### config.mk
export PLATFORM = sky130hd
export DESIGN_NAME = crg_top
export DESIGN_NICKNAME = d
export VERILOG_FILES = /design/src/shared/crg_pkg.sv /design/src/verilog/crg_top.sv
export VERILOG_INCLUDE_DIRS = /design/src /design/src/shared
export SDC_FILE = /design/constraint.sdc
export NUM_CORES = 1
export LEC_CHECK = 0
export ABC_AREA = 1
export BUFFER_PORTS_ARGS = -buffer_cell sky130_fd_sc_hd__buf_2
export CORE_UTILIZATION = 49
export DETAILED_ROUTE_END_ITERATION = 10
export HOLD_SLACK_MARGIN = 0.15
export PLACE_DENSITY = 0.88
export SLEW_MARGIN = 0
export SYNTH_ARGS = -nofsm -noshare
export SYNTH_HDL_FRONTEND = slang
export SYNTH_SLANG_ARGS = --single-unit
export TNS_END_PERCENT = 1
### constraint.sdc
create_clock -name clk -period 1.5 [get_ports clk]
set_input_delay 0 -clock clk [delete_from_list [all_inputs] [get_ports clk]]
set_output_delay 0 -clock clk [all_outputs]
set_load 0.02 [all_outputs]
### src/shared/crg_regs.svh
// Purpose: Offsets, field positions, reset values and timing figures of the
//          clock and reset generator.
// Assumes: Register reached by 8-bit I/O cycles at its fixed port address.
// Notes:   Definitions only.
`ifndef CRG_REGS_SVH
`define CRG_REGS_SVH

// Reset control port and its fields.
`define CRG_RC_ADDR 16'h0CF9
`define CRG_RC_RESET 8'h00
`define CRG_RC_SOFT_BIT 0
`define CRG_RC_HARD_BIT 1
`define CRG_RC_RTC_EN_BIT 2
`define CRG_RC_BUSY_BIT 7

// Host clock rate and minimum reset duration.
`define CRG_CLK_MHZ 40
`define CRG_RST_MIN_US 1000
// Highest supported PCI clock, used to size the reset counter.
`define CRG_PCI_MAX_MHZ 33
`define CRG_CNT_W 16

// Length of the CPU initialization pulse, in PCI clocks.
`define CRG_INIT_PCI_CYCLES 16
`define CRG_INIT_W 5

`endif

### src/shared/crg_pkg.sv
// Purpose: Types shared by the clock and reset generator.
// Assumes: crg_regs.svh supplies the widths.
// Notes:   All state of the top module is one packed struct.
`include "crg_regs.svh"

package crg_pkg;

  typedef enum logic [1:0] {
    CRG_OFF,
    CRG_HOLD,
    CRG_RUN,
    CRG_HARD
  } crg_seq_type;

  // One I/O cycle toward the reset control port.
  typedef struct packed {
    logic [15:0] addr;
    logic wr;
    logic rd;
    logic [7:0] wdata;
  } crg_io_req_type;

  // Reset and initialization outputs.
  typedef struct packed {
    logic cpu_reset_out;
    logic pci_reset_out_n;
    logic expansion_bus_reset_out;
    logic cpu_init_out;
  } crg_rst_out_type;

  typedef struct packed {
    crg_seq_type seq;
    logic pg_meta;
    logic pg_sync;
    logic pg_seen;
    logic tristate;
    logic pci_clk;
    logic rtc_en;
    logic rtc_gated;
    logic [`CRG_CNT_W-1:0] cnt;
    logic [`CRG_INIT_W-1:0] init_cnt;
    logic [7:0] rdata;
    crg_rst_out_type rst;
  } crg_state_type;

endpackage : crg_pkg

### src/verilog/crg_top.sv
// Purpose: Clock and reset generation for a PCI to expansion bus bridge.
// Assumes: clk is the host clock; all other inputs are taken as synchronous
//          to it except power_good, which is synchronized here.
// Notes:   The PCI clock is clk divided by two; PCI work happens on the
//          one-cycle enable that marks its rising edge.
//
// Overview of operation
// - PCI clock output is a synchronous divide-by-two of the host clock.
// - Host clock input sources both the host clock output and the PCI clock.
// - PCI side inputs are sampled on every host clock rising edge, not only on PCI clock edges.
// - Real-time clock input is driven out gated for suspend refresh.
// - While power-good is low, CPU, PCI and expansion resets stay asserted.
// - Once power-good is high, CPU, PCI and expansion resets are released.
// - Power-good may change at any time and is synchronized before use.
// - CPU reset is asserted at power-up and on software hard reset request.
// - CPU reset changes only on a PCI clock rising edge.
// - A software hard reset returns internal registers to default values.
// - PCI reset stays asserted at least 1 ms after power-good rises.
// - A software hard reset holds PCI reset active at least 1 ms.
// - PCI reset may change with no alignment to the PCI clock.
// - A detected shutdown special cycle raises the CPU initialization output.
// - A soft reset written to port 0CF9h raises the CPU initialization output.
// - Expansion reset asserts at power-up and hard reset, at least 1 ms.
// - Test input sampled at power-good rise; active means all outputs float.
`timescale 1ns/100ps
`default_nettype none
`include "crg_regs.svh"

module crg_top #(
  parameter int RST_PCI_CYCLES = (`CRG_RST_MIN_US * `CRG_CLK_MHZ + 1) / 2
) (
  // Clock and reset.
  input wire logic clk,
  input wire logic nrst,
  // Board inputs.
  input wire logic power_good,
  input wire logic tristate_test_in_n,
  input wire logic rtc_clock_in,
  // Shutdown special cycle decoded by the PCI target.
  input wire logic shutdown_cycle,
  // I/O access to the reset control port.
  input wire crg_pkg::crg_io_req_type io_req,
  output logic [7:0] io_rdata,
  // Clock outputs.
  output logic host_clock_out,
  output logic pci_clock_out,
  output logic rtc_clock_gated_out,
  // Reset outputs.
  output crg_pkg::crg_rst_out_type rst_out,
  // Register default reload for the rest of the bridge.
  output logic regs_default_out,
  // Output enable shared by every driven pin.
  output logic outputs_oe
);
  import crg_pkg::*;

  ////////////////////////////////////////////////////////////////////////////
  // Derived counts.

  // A hard request lands between PCI edges, so it counts one edge more to
  // keep the full minimum.
  localparam logic [`CRG_CNT_W-1:0] HARD_LOAD = `CRG_CNT_W'(RST_PCI_CYCLES);
  localparam logic [7:0] RC_DEFAULT = `CRG_RC_RESET;
  localparam logic [`CRG_CNT_W-1:0] RST_LOAD =
    `CRG_CNT_W'(RST_PCI_CYCLES - 1);
  localparam logic [`CRG_INIT_W-1:0] INIT_LOAD =
    `CRG_INIT_W'(`CRG_INIT_PCI_CYCLES - 1);

  function automatic logic rc_hit(input crg_io_req_type req);
    rc_hit = (req.addr == `CRG_RC_ADDR);
  endfunction : rc_hit

  ////////////////////////////////////////////////////////////////////////////
  // State.

  crg_state_type st_ff;
  crg_state_type nxt_st;
  logic pci_edge;
  logic wr_hit;
  logic soft_req;
  logic hard_req;

  // Rising PCI clock edge occurs when the divided clock goes high.
  assign pci_edge = !st_ff.pci_clk;
  assign wr_hit = io_req.wr && rc_hit(io_req);
  assign soft_req = wr_hit && io_req.wdata[`CRG_RC_SOFT_BIT];
  assign hard_req = wr_hit && io_req.wdata[`CRG_RC_HARD_BIT];

  always_comb begin
    nxt_st = st_ff;
    // Two-stage synchronizer for the asynchronous power-good.
    nxt_st.pg_meta = power_good;
    nxt_st.pg_sync = st_ff.pg_meta;
    nxt_st.pci_clk = !st_ff.pci_clk;
    nxt_st.rtc_gated = rtc_clock_in && st_ff.rtc_en;
    nxt_st.rdata = 8'h00;
    if (io_req.rd && rc_hit(io_req)) begin
      nxt_st.rdata[`CRG_RC_RTC_EN_BIT] = st_ff.rtc_en;
      nxt_st.rdata[`CRG_RC_BUSY_BIT] = (st_ff.seq != CRG_RUN);
    end
    if (wr_hit) begin
      nxt_st.rtc_en = io_req.wdata[`CRG_RC_RTC_EN_BIT];
    end

    // Initialization pulse: shutdown cycle or soft request restarts it.
    if ((shutdown_cycle || soft_req) && st_ff.seq == CRG_RUN) begin
      nxt_st.rst.cpu_init_out = 1'b1;
      nxt_st.init_cnt = INIT_LOAD;
    end else if (pci_edge && st_ff.rst.cpu_init_out) begin
      if (st_ff.init_cnt == '0) begin
        nxt_st.rst.cpu_init_out = 1'b0;
      end else begin
        nxt_st.init_cnt = st_ff.init_cnt - `CRG_INIT_W'(1);
      end
    end

    if (pci_edge) begin
      nxt_st.pg_seen = st_ff.pg_sync;
    end

    unique case (st_ff.seq)
      CRG_OFF: begin
        nxt_st.rst.pci_reset_out_n = 1'b0;
        nxt_st.rst.expansion_bus_reset_out = 1'b1;
        nxt_st.rst.cpu_init_out = 1'b0;
        nxt_st.cnt = RST_LOAD;
        if (pci_edge) begin
          nxt_st.rst.cpu_reset_out = 1'b1;
        end
        if (pci_edge && st_ff.pg_sync && !st_ff.pg_seen) begin
          // Test strap is caught at the power-good rise.
          nxt_st.tristate = !tristate_test_in_n;
          nxt_st.seq = CRG_HOLD;
        end
      end
      CRG_HOLD, CRG_HARD: begin
        if (pci_edge) begin
          nxt_st.rst.cpu_reset_out = 1'b1;
          if (st_ff.cnt == '0) begin
            nxt_st.seq = CRG_RUN;
            nxt_st.rst.cpu_reset_out = 1'b0;
          end else begin
            nxt_st.cnt = st_ff.cnt - `CRG_CNT_W'(1);
          end
        end
        if (nxt_st.seq == CRG_RUN) begin
          // Released on the same clk as CPU reset, on a PCI clock rising edge.
          nxt_st.rst.pci_reset_out_n = 1'b1;
          nxt_st.rst.expansion_bus_reset_out = 1'b0;
        end
      end
      CRG_RUN: begin
        if (hard_req) begin
          // Hard reset wins over a soft request in the same write.
          nxt_st.seq = CRG_HARD;
          nxt_st.cnt = HARD_LOAD;
          nxt_st.rtc_en = RC_DEFAULT[`CRG_RC_RTC_EN_BIT];
          nxt_st.rst.cpu_init_out = 1'b0;
          nxt_st.rst.pci_reset_out_n = 1'b0;
          nxt_st.rst.expansion_bus_reset_out = 1'b1;
        end
      end
    endcase

    // Power-good loss overrides every other sequence.
    if (!st_ff.pg_sync) begin
      nxt_st.seq = CRG_OFF;
      // A short glitch must not leave the rise detector blind.
      nxt_st.pg_seen = 1'b0;
      if (pci_edge) begin
        // A release on this very edge is taken back at once.
        nxt_st.rst.cpu_reset_out = 1'b1;
      end
      nxt_st.rst.pci_reset_out_n = 1'b0;
      nxt_st.rst.expansion_bus_reset_out = 1'b1;
      nxt_st.rst.cpu_init_out = 1'b0;
      nxt_st.rtc_en = RC_DEFAULT[`CRG_RC_RTC_EN_BIT];
    end
  end

  always_ff @(posedge clk) begin
    if (!nrst) begin
      st_ff <= '{
        seq: CRG_OFF,
        pg_meta: 1'b0,
        pg_sync: 1'b0,
        pg_seen: 1'b0,
        tristate: 1'b0,
        pci_clk: 1'b0,
        rtc_en: 1'b0,
        rtc_gated: 1'b0,
        cnt: '0,
        init_cnt: '0,
        rdata: 8'h00,
        rst: '{
          cpu_reset_out: 1'b1,
          pci_reset_out_n: 1'b0,
          expansion_bus_reset_out: 1'b1,
          cpu_init_out: 1'b0
        }
      };
    end else begin
      st_ff <= nxt_st;
    end
  end

  ////////////////////////////////////////////////////////////////////////////
  // Outputs.

  // The host clock passes straight through; only the PCI clock is divided.
  assign host_clock_out = clk;
  assign pci_clock_out = st_ff.pci_clk;
  assign rtc_clock_gated_out = st_ff.rtc_gated;
  assign rst_out = st_ff.rst;
  assign io_rdata = st_ff.rdata;
  assign regs_default_out = (st_ff.seq != CRG_RUN);
  assign outputs_oe = !st_ff.tristate;

endmodule : crg_top
`default_nettype wire
* Yosys cells after proc, flatten, opt, wreduce, memory -nomap -nowiden
Index checks and enable logic that the tools add are counted.
Storage, ports and cells: register bits 42, input port bits 32, output and inout port bits 17, word-level logic and storage cells 90
Cells by class: add/sub/neg operators 2, equality and inequality tests 12, mux-type cells 29, bitwise gates (word level) 2, reduce and logical (&&, ||, !) cells 28
Operators with widths (number):
- 16-bit two-way mux | 3
- 16-bit one-hot mux with 3 select lines | 1
- 16-bit by 12-bit equality test with 1-bit output, second input constant | 1
- 16-bit logical NOT | 1
- 16-bit by 1-bit subtractor with 16-bit output, second input constant | 1
- 5-bit two-way mux | 3
- 2-bit != test, second input constant | 7
- 2-bit AND reduction | 7
- 2-bit two-way mux | 6
- 2-bit one-hot mux with 3 select lines | 2
- 1-bit two-way mux | 10
- 1-bit logical AND | 9
- 2-bit equality test, second input constant | 3
- 5-bit logical NOT | 1
- 5-bit by 1-bit subtractor with 5-bit output, second input constant | 1
- 1-bit logical NOT | 4
- 4-bit two-way mux | 1
- 1-bit one-hot mux with 2 select lines | 2
- 2-bit OR reduction | 2
- 3-bit two-way mux | 1
- 3-bit AND reduction | 1
- 2-bit by 1-bit equality test with 1-bit output, second input constant | 1
- 2-bit logical NOT | 1
- 1-bit NOT | 2
- other kinds (2) | 2

* Logic depth before layout (Yosys ltp)
Gate-level depths: netlist of the first run.
depth after elaboration 9, gate-level depth with buffers 11, gate-level depth less buffers 10

==> results.ini, run 1 <==
[synthesis]
synthTopCellsByArea=dfxtp_1 (34%), nand2_1 (11%), nor2_1 (8.9%)
yosys_warnings=0
synth_area_per_cell_um2=6.66
syn_area_um2=2140
ys_types=34
synth-main-ff-cell=dfxtp_1
synth_top_family_by_area=simple AND/OR/NAND/NOR gates
yosys.area_share.simple=0.360
yosys.area.top_type=dfxtp_1
yosysTopAreaCellShare=0.336
synthMuxAreaShare=0
ys_ff_latch=36
synth_adder_area_share=0.0175
yosys-top-cells-count=nand2_1 (64), nor2_1 (51), inv_1 (40)
ys_seq_area_frac=0.336
synth_edf_count=0
ys_async_sr_fraction=0
syn_inst=322
synth_compound_area_frac=0.128
synthMostInstantiatedCell=nand2_1
synthXorXnorAreaFrac=0.0163

[setup_path]
arrival_ps=1890
r2r_end=st_ff[28]$_SDFFE_PN0P_
worst-path-max-fanout=8
crit_type=reg -> reg
rrSetupSlack_ps=-60
r2r-start=st_ff[28]$_SDFFE_PN0P_
crit_start=st_ff[28]$_SDFFE_PN0P_
worstPathRequired_ps=1830
worst_setup_path_end_kind=register
cp-start-kind=register
rr_worst_depth=9

[timing]
rsz0062_at_grt=yes
layout_setup_ws_ps=-60.6
period_minus_slack_ps=1560
tightest_slew_ps=503
fin_crit_sh=1.04
max_freq_mhz=641
relSlewSlack=0.664
skew_ps=10.2
finalHoldViolations=0
slew_violations=0
holdWs_ps=202
finalSetupViolCount=4

[routing]
via_count=2454
wl_per_cell_um=15.3
antenna_left=0
drc_errors=0
drt_iter0_markers=240
viasPerCell=5.69
firstDrtPassIters=6
wirelength_um=6580

[pwr]
internal_power_mw=1.75
combPwrFrac=0.090
power_frac_seq=0.423
clkPwrFrac=0.487
leakagePower_nw=1.28
ir_worst_vdd_mv=0.920
power_density_nw_per_um2=841
power_switching_share=0.262
power.total_mw=2.37
power_switching_mw=0.621

[outcome]
violations=negative setup slack
outcome=complete, but fails checks

[place]
dp.cells=404
post_dp_cell_area_um2=2350
dp_slack_ps=-37.1
gp_congestion=0.946
port_buffers=37
hpwlAfterDp_um=3480

[floorplanning]
die_area_um2=4640
die_y_um=68.1
num_rows=23
io_pins=49
core_area_um2=4090
fp.dieW_um=68.1
start_util=0.524

[clocking]
clk_pin_slew_ps=80
insertion_delay_ps=410
cts_tree=yes

[global_routing]
grt_max_degree=19
grt_use_total=0.283
grt_pass1_wl_um=9490
antenna_found_initial=0
grt_pass1_vias=2222
grt_overflow=0

[layout]
final_nets=415
syn_to_final_growth_pct=31.2
drive_above_1_share=0.312
instances_no_fill=431
finalInstanceArea_um2=2810
antenna-diode-count=0
fillers=299

[min_path]
hold-path-endpoint=io_rdata[7]$_SDFF_PN0_
hold_depth=7
hp-start=io_req[18]
hold_class=in -> reg

[job]
cap_viol_max_count=0

[repair_timing]
| item | 4_1_cts | 5_1_grt |
|---|---|---|
| pin swaps | 3 | 8 |
| buffers inserted | 0 | 2 |
| resized for setup | 4 | 42 |
| setup endpoints to repair | 20 | 24 |
| cloned | 0 | 2 |
| hold buffers | 12 | 0 |
| endpoints found under the hold margin | 18 | 0 |
[placed cells by master, fill, tap and decap left out, types with 2 or more instances in the layout]
master         instances
nand4_1               10
and3_1                 2
dlygate4sd3_1         12
inv_2                  4
clkbuf_8               8
xor2_1                 3
inv_1                 38
and2_1                 2
ha_1                   2
dfxtp_2                5
o21ai_1                2
nor2_2                11
nor2_1                35
dfxtp_1               31
nand2_2               12
nor2_4                 7
nand3_1               27
buf_2                 37
o21ai_0               11
nand2_4                2
a21oi_1               18
buf_4                 10
conb_1                 6
nand2_1               58
a21oi_2               10
nand2_8                3
[state kept, by name (all words and copies together), names as in the netlist, named ones only]
signal	count
st_ff	26
rst_out	3
io_rdata	2
nxt_st	1
pci_clock_out	1
rtc_clock_gated_out	1
[power groups by stage]
stage	registers (mW)	clock network (mW)	logic (mW)
6_report	1.00	1.15	0.213
5_1_grt	1.00	1.20	0.234
4_1_cts	0.996	1.17	0.184
3_5_place_dp	1.02	0.0623	0.159
3_3_place_gp	1.02	0.0623	0.152
2_1_floorplan	1.02	0.0779	0.104
[worst max path at each step]
stage                        endpoint  slack, ps  cells past startpoint
2_1_floorplan  st_ff[18]$_SDFFE_PN0P_         40                     10
3_3_place_gp   st_ff[26]$_SDFFE_PN0P_         20                     10
3_5_place_dp   st_ff[26]$_SDFFE_PN0P_        -40                     10
4_1_cts        st_ff[31]$_SDFFE_PN0P_          9                     10
5_1_grt        st_ff[30]$_SDFFE_PN0P_       -140                      9
6_report       st_ff[28]$_SDFFE_PN0P_        -60                      9
[cell type report]
class	instances	area, um2	share of cell area
Multi-Input combinational cell	230	1290	0.460
Sequential cell	36	727	0.258
Timing Repair Buffer	59	395	0.141
Inverter	43	169	0.0601
Timing Repair inverter	1	6.26	0.00222
Tap cell	50	62.6	0.0222
Clock buffer	9	115	0.0409
Clock inverter	3	42.5	0.0151
[worst max-delay path, cell delays in order (launching register included)]
cell and delay [ps]:
dfxtp_1 400, nor2_2 190, nand2_1 110, nor2_2 130, nand3_2 90, nand2_4 120, inv_8 80, nand2_8 120
nand2_1 70, a21oi_1 180
[cell families (layout without fill, tap and decap cells)]
kind of cell               after synthesis  in the layout
AOI/OAI and AO/OA                       45             45
xor gates and xnor gates                 4              4
adders and majority gates                3              3
buffers and inverters                   62            115
DFF                                     36             36
other                                    1              6
and+or+nand+nor                        171            172
[layer usage]
metal  routed length (um)  track usage  part of all wire
met3                  637       0.0950             0.097
met5                    0            0                 0
met1                 2370        0.298              0.36
met4                  405        0.198             0.062
met2                 3170        0.469              0.48
[through the flow]
step | utilization | TNS (ps)
final | 0.688 | -87.8
after global routing | 0.688 | -1250
after CTS | 0.645 | 0
after detailed placement | 0.576 | -329
after global placement | 0.576 | 0
after floorplan | - | 0
(Power assumes the default switching activity.)
==> run 2, diff against run 1 <==
ABC_AREA = default   (was 1)
CORE_UTILIZATION = 47   (was 49)
CTS_BUF_LIST = sky130_fd_sc_hd__clkbuf_16   (was default)
PLACE_DENSITY = 0.73   (was 0.88)
==> run 2 against run 1 <==
Against the previous run: the flow still finishes with violations (negative setup slack); largest cell class unchanged; worst hold slack got worse by 35 ps; fmax fell by 22%; routed wire length fell by 21%; global-route usage fell by 1.2 points; area after synthesis fell by 12%; flip-flop and latch count did not move; worst setup slack got worse by 450 ps; register-to-register slack got worse by 450 ps; sequential power barely moved.
==> results.ini, run 2 <==
[routing]
antenna_left=0  ; unchanged
drc_errors=0  ; unchanged
via_count=1929  ; was 2454
drt_iter0_markers=48  ; was 240
firstDrtPassIters=4  ; was 6
wl_per_cell_um=14.4  ; was 15.3 um
viasPerCell=5.34  ; was 5.69
wirelength_um=5190  ; was 6580 um

[layout]
final_common_cell=buf_4  ; was nand2_1
syn_to_final_growth_pct=49.9  ; was 31.2%
largest_register_ffs=26  ; unchanged
antenna-diode-count=0  ; unchanged
fillers=242  ; was 299
instances_no_fill=361  ; was 431
regMostFlops=st_ff  ; unchanged
fin_util=0.753  ; was 0.688
drive_above_1_share=0.396  ; was 0.312
mostFrequentLayoutCells=buf_4 (48), buf_2 (37), dfxtp_1 (33), nor2_1 (20), nand2_1 (17)  ; was nand2_1 (58), inv_1 (38), buf_2 (37), nor2_1 (35), dfxtp_1 (31)
final_nets=347  ; was 415
finalInstanceArea_um2=2820  ; was 2810 um2

[setup_path]
critPathCapture=st_ff[32]$_SDFFE_PN0P_  ; was st_ff[28]$_SDFFE_PN0P_
r2r_end=st_ff[32]$_SDFFE_PN0P_  ; was st_ff[28]$_SDFFE_PN0P_
worst-path-max-fanout=4  ; was 8
rrSetupSlack_ps=-510  ; was -60 ps
crit_start=st_ff[17]$_SDFFE_PN0P_  ; was st_ff[28]$_SDFFE_PN0P_
cp-start-kind=register  ; unchanged
rr_worst_depth=9  ; unchanged
worst_setup_path_end_kind=register  ; unchanged
arrival_ps=2340  ; was 1890 ps
crit_type=reg -> reg  ; unchanged
r2r-start=st_ff[17]$_SDFFE_PN0P_  ; was st_ff[28]$_SDFFE_PN0P_
worstPathRequired_ps=1830  ; about the same

[pwr]
leakagePower_nw=1.20  ; was 1.28 nW
ir_worst_vdd_mv=0.848  ; was 0.920 mV
power.total_mw=2.71  ; was 2.37 mW
power_density_nw_per_um2=960  ; was 841 nW/um2

[synthesis]
yosys-top-cells-count=dfxtp_1 (36), nor2_1 (22), nand2_1 (20)  ; was nand2_1 (64), nor2_1 (51), inv_1 (40)
ys_seq_area_frac=0.383  ; was 0.336
synthTopCellsByArea=dfxtp_1 (38%), buf_4 (5.6%), nor2_1 (4.4%)  ; was dfxtp_1 (34%), nand2_1 (11%), nor2_1 (8.9%)
ys_types=46  ; was 34
yosys_warnings=0  ; unchanged
yosysTopAreaCellShare=0.383  ; was 0.336
syn_inst=221  ; was 322
synth_edf_count=0  ; unchanged
synth_area_per_cell_um2=8.51  ; was 6.66 um2
yosys.area.top_type=dfxtp_1  ; unchanged
ys_async_sr_fraction=0  ; unchanged
synthMostInstantiatedCell=dfxtp_1  ; was nand2_1
synth-main-ff-cell=dfxtp_1  ; unchanged
syn_area_um2=1880  ; was 2140 um2
ys_ff_latch=36  ; unchanged

[place]
hpwlAfterDp_um=3380  ; was 3480 um
dp_slack_ps=-543  ; was -37.1 ps
gp_congestion=0.984  ; was 0.946
post_dp_cell_area_um2=2410  ; was 2350 um2
port_buffers=37  ; unchanged
dp.cells=338  ; was 404

[global_routing]
grt_pass1_vias=1887  ; was 2222
grt_overflow=0  ; unchanged
grt_pass1_wl_um=8400  ; was 9490 um
grt_use_total=0.270  ; was 0.283
grt_max_degree=14  ; was 19
antenna_found_initial=0  ; unchanged

[timing]
slew_violations=0  ; unchanged
fin_crit_sh=1.34  ; was 1.04
finalHoldViolations=0  ; unchanged
layout_setup_ws_ps=-509  ; was -60.6 ps
period_minus_slack_ps=2010  ; was 1560 ps
skew_ps=3.59  ; was 10.2 ps
max_freq_mhz=498  ; was 641 MHz
holdWs_ps=167  ; was 202 ps
finalSetupViolCount=26  ; was 4
tns_ps=-9520  ; was -87.8 ps
rsz0062_at_grt=yes  ; unchanged

[clocking]
cts_tree=yes  ; unchanged
clk_pin_slew_ps=60  ; was 80 ps
insertion_delay_ps=400  ; was 410 ps

[job]
cap_viol_max_count=0  ; unchanged

[min_path]
hold_class=in -> reg  ; unchanged

[floorplanning]
start_util=0.503  ; was 0.524
die_area_um2=4260  ; was 4640 um2
io_pins=49  ; unchanged
core_area_um2=3740  ; was 4090 um2
num_rows=22  ; was 23
fp.dieW_um=65.3  ; was 68.1 um
die_y_um=65.3  ; was 68.1 um

[outcome]
violations=negative setup slack  ; unchanged
outcome=complete, but fails checks  ; unchanged

[run 2: cell count changes after synthesis, sizes merged, moves of 5 or more]
| cell | change |
|---|---|
| nor2 | -31 |
| nand3 | -21 |
| nand2 | -54 |
| xor2 | +5 |
| nand4 | -5 |
| a21oi | -14 |
| nor4 | +6 |
| o21a | +5 |
| inv | -32 |
[run 2: final cells by class]
cell class                      instances  area (um2)  share of cell area
Inverter                               11        41.3              0.0146
Multi-Input combinational cell        159        1120               0.397
Tap cell                               48        60.1              0.0213
Clock inverter                          3        18.8             0.00665
Clock buffer                            9         205              0.0728
Timing Repair Buffer                   95         652               0.231
Sequential cell                        36         724               0.257
[run 2: kinds of logic after synthesis]
| logic type | Yosys count | share of synthesized area |
|---|---|---|
| XOR/XNOR | 13 | 0.0605 |
| adder cells (fa/ha/maj) | 3 | 0.0199 |
| buffers and inverters | 31 | 0.0898 |
| other | 1 | 0.00199 |
| flip-flops | 36 | 0.383 |
| AO/OA/AOI/OAI | 44 | 0.150 |
| AND/OR/NAND/NOR | 93 | 0.295 |
[run 2: worst min path at each step]
stage	start	to	slack, ps	cells past startpoint
detailed placement	clk	host_clock_out	130	1
CTS	io_req[18]	io_rdata[7]$_SDFF_PN0_	130	6
global route	io_req[18]	io_rdata[7]$_SDFF_PN0_	200	6
finish	io_req[11]	io_rdata[7]$_SDFF_PN0_	170	6
global placement	clk	host_clock_out	130	1
floorplan	tristate_test_in_n	st_ff[36]$_SDFFE_PN0P_	100	1
[run 2: critical path, stage by stage, from the launching register on]
cell and delay (ps):
dfxtp_2 330, inv_2 50, ha_4 150, or3b_4 240
nor4_4 40, buf_4 130, a2111oi_4 390, nand3_2 140
or3_4 340, a21oi_2 120
[run 2: timing repair]
action / 4_1_cts / 5_1_grt
setup endpoints to repair: 26 / 29
buffers inserted: 2 / 0
hold buffers: 10 / 0
pin swaps: 13 / 1
gates resized for setup: 12 / 6
hold endpoints to repair: 24 / 0
[run 2: power breakdown]
group / leakage, nW / internal (mW) / total [mW] / switching (mW)
clock: 0.114 / 0.970 / 1.49 / 0.517
sequential: 0.295 / 0.977 / 0.988 / 0.0113
combinational: 0.786 / 0.114 / 0.233 / 0.119
[run 2: layer usage]
metal  share of wire  up-vias  global-route usage
met5               0        -                   0
li1                -      948                   -
met4           0.039        0               0.196
met3           0.074       22              0.0938
met1            0.41      874               0.303
met2            0.47       85               0.423
==> run 3, diff against run 2 <==
ABC_AREA = 1   (was default)
CORE_UTILIZATION = 49   (was 47)
HOLD_SLACK_MARGIN = 0.12   (was 0.15)
PLACE_DENSITY = 0.74   (was 0.73)
==> run 3 against run 2 <==
Against the previous run: the flow still finishes with violations (negative setup slack); worst hold slack got worse by 39 ps; global-route usage fell by 0.99 points; routed wire length grew 11%; largest power group unchanged; total power rose by 5.3%; largest cell class unchanged.
==> results.ini, run 3 (same netlist as run 1, synthesis figures left out) <==
[outcome]
outcome=complete, but fails checks  ; unchanged
violations=negative setup slack  ; unchanged

[pwr]
ir_worst_vdd_mv=1.02  ; was 0.848 mV
power_switching_share=0.225  ; was 0.239
power_density_nw_per_um2=965  ; was 960 nW/um2
leakagePower_nw=1.37  ; was 1.20 nW
clkPwrFrac=0.574  ; was 0.549
combPwrFrac=0.075  ; was 0.086
power_switching_mw=0.640  ; was 0.647 mW
internal_power_mw=2.21  ; was 2.06 mW
power_frac_seq=0.351  ; was 0.365

[timing]
finalHoldViolations=0  ; unchanged
layout_setup_ws_ps=-39.0  ; was -509 ps
fin_crit_sh=1.03  ; was 1.34
max_freq_mhz=650  ; was 498 MHz
finalSetupViolCount=15  ; was 26
slew_violations=0  ; unchanged
rsz0062_at_grt=yes  ; unchanged
period_minus_slack_ps=1540  ; was 2010 ps
skew_ps=1.95  ; was 3.59 ps

[routing]
antenna_left=0  ; unchanged
wl_per_cell_um=13.1  ; was 14.4 um
drc_errors=0  ; unchanged
viasPerCell=5.24  ; was 5.34
wirelength_um=5750  ; was 5190 um
via_count=2307  ; was 1929
drt_iter0_markers=186  ; was 48
firstDrtPassIters=5  ; was 4

[layout]
drive_above_1_share=0.333  ; was 0.396
antenna-diode-count=0  ; unchanged
fillers=338  ; was 242
largest_register_ffs=26  ; unchanged
final_common_cell=nand2_1  ; was buf_4
instances_no_fill=440  ; was 361
regMostFlops=st_ff  ; unchanged
final_nets=424  ; was 347
syn_to_final_growth_pct=37.8  ; was 49.9%
mostFrequentLayoutCells=nand2_1 (61), inv_1 (38), nor2_1 (37), buf_2 (37), nand3_1 (27)  ; was buf_4 (48), buf_2 (37), dfxtp_1 (33), nor2_1 (20), nand2_1 (17)

[setup_path]
critical_path_buf_inv_count=2  ; unchanged
r2r-start=st_ff[29]$_SDFFE_PN0P_  ; was st_ff[17]$_SDFFE_PN0P_
slowest_delay_ps=350  ; was 390 ps
worstPathRequired_ps=1780  ; was 1830 ps
cpLargestDelayFamily=simple AND/OR/NAND/NOR gates  ; unchanged
worst-path-max-fanout=7  ; was 4
cp-start-kind=register  ; unchanged
arrival_ps=1820  ; was 2340 ps
path_cells=nor2_2 -> nand3_1 -> nor2_2 -> nand3_2 -> nand2_4 -> clkinv_8 -> buf_4 -> nand3_1 -> a21oi_2  ; was inv_2 -> ha_4 -> or3b_4 -> nor4_4 -> buf_4 -> a2111oi_4 -> nand3_2 -> or3_4 -> a21oi_2
crit_type=reg -> reg  ; unchanged
worst_setup_path_end_kind=register  ; unchanged
rrSetupSlack_ps=-40  ; was -510 ps
crit_start=st_ff[29]$_SDFFE_PN0P_  ; was st_ff[17]$_SDFFE_PN0P_
critPathSlowestCell=dfxtp_2  ; was a2111oi_4

[min_path]
hold_class=in -> reg  ; unchanged
hp-start=io_req[0]  ; was io_req[11]

[clocking]
cts_tree=yes  ; unchanged
insertion_delay_ps=390  ; was 400 ps
clk_pin_slew_ps=60  ; about the same

[floorplanning]
die_area_um2=4640  ; was 4260 um2
fp.dieW_um=68.1  ; was 65.3 um
num_rows=23  ; was 22
core_area_um2=4090  ; was 3740 um2
start_util=0.524  ; was 0.503
die_y_um=68.1  ; was 65.3 um
io_pins=49  ; unchanged

[place]
hpwlAfterDp_um=3540  ; was 3380 um
gp_congestion=0.890  ; was 0.984
dp.cells=414  ; was 338
port_buffers=37  ; unchanged
dp_slack_ps=-15.7  ; was -543 ps

[job]
cap_viol_max_count=0  ; unchanged

[global_routing]
grt_overflow=0  ; unchanged
grt_use_total=0.261  ; was 0.270
grt_max_degree=19  ; was 14
antenna_found_initial=0  ; unchanged
grt_pass1_wl_um=8780  ; was 8400 um
grt_pass1_vias=2059  ; was 1887

## run 3: power by group through the flow
| stage | Clock, mW | Sequential [mW] | Combinational (mW) |
|---|---|---|---|
| floorplan | 0.0779 | 1.02 | 0.104 |
| global placement | 0.0623 | 1.02 | 0.165 |
| detailed placement | 0.0623 | 1.02 | 0.169 |
| CTS | 1.65 | 0.996 | 0.192 |
| global route | 1.72 | 1.00 | 0.238 |
| finish | 1.64 | 0.999 | 0.214 |
## run 3: path summary, 6_finish.rpt
check | endpoint | cells past startpoint
setup / recovery | st_ff[19]$_SDFFE_PN0P_ | 9
hold / removal | st_ff[12]$_SDFFE_PN0P_ | 5
setup reg to reg | st_ff[19]$_SDFFE_PN0P_ | 9
hold reg to reg | st_ff[38]$_SDFF_PN0_ | 2
## run 3: area by class of cell
| class | instances | area (um2) | area share |
|---|---|---|---|
| Multi-Input combinational cell | 230 | 1260 | 0.428 |
| Sequential cell | 36 | 737 | 0.250 |
| Timing Repair Buffer | 69 | 468 | 0.158 |
| Clock buffer | 9 | 205 | 0.0695 |
| Inverter | 43 | 174 | 0.0589 |
| Tap cell | 50 | 62.6 | 0.0212 |
| Clock inverter | 3 | 42.5 | 0.0144 |
## run 3: stage by stage
stage | util | hold slack (ps) | area (um2) | setup TNS [ps] | total power, mW
floorplan | - | 93.5 | 2160 | 0 | 1.20
global placement | 0.594 | 134 | 2430 | 0 | 1.24
detailed placement | 0.594 | 134 | 2430 | -15.7 | 1.25
CTS | 0.683 | 133 | 2790 | 0 | 2.84
global route | 0.723 | 176 | 2950 | -1070 | 2.96
finish | 0.723 | 128 | 2950 | -319 | 2.85
## run 3: what timing repair did
| item | 4_1_cts | 5_1_grt |
|---|---|---|
| pin swaps | 0 | 12 |
| cloned | 0 | 1 |
| hold buffers | 11 | 0 |
| buffers inserted | 0 | 3 |
| resized for setup | 3 | 44 |
| setup endpoints to repair | 2 | 24 |
| hold endpoints to repair | 17 | 0 |
## run 3: worst min-delay path: stages
cell and delay [ps]:
buf_2 100, nand4_1 80, nand2_1 50, nand2_1 160
a21oi_1 90
## run 3: metal layers
metal	GRT usage	up-vias	wire, um
met4	0.182	0	192
met2	0.411	93	2770
li1	-	1148	-
met1	0.288	1046	2400
met5	0	-	0
met3	0.0950	20	386
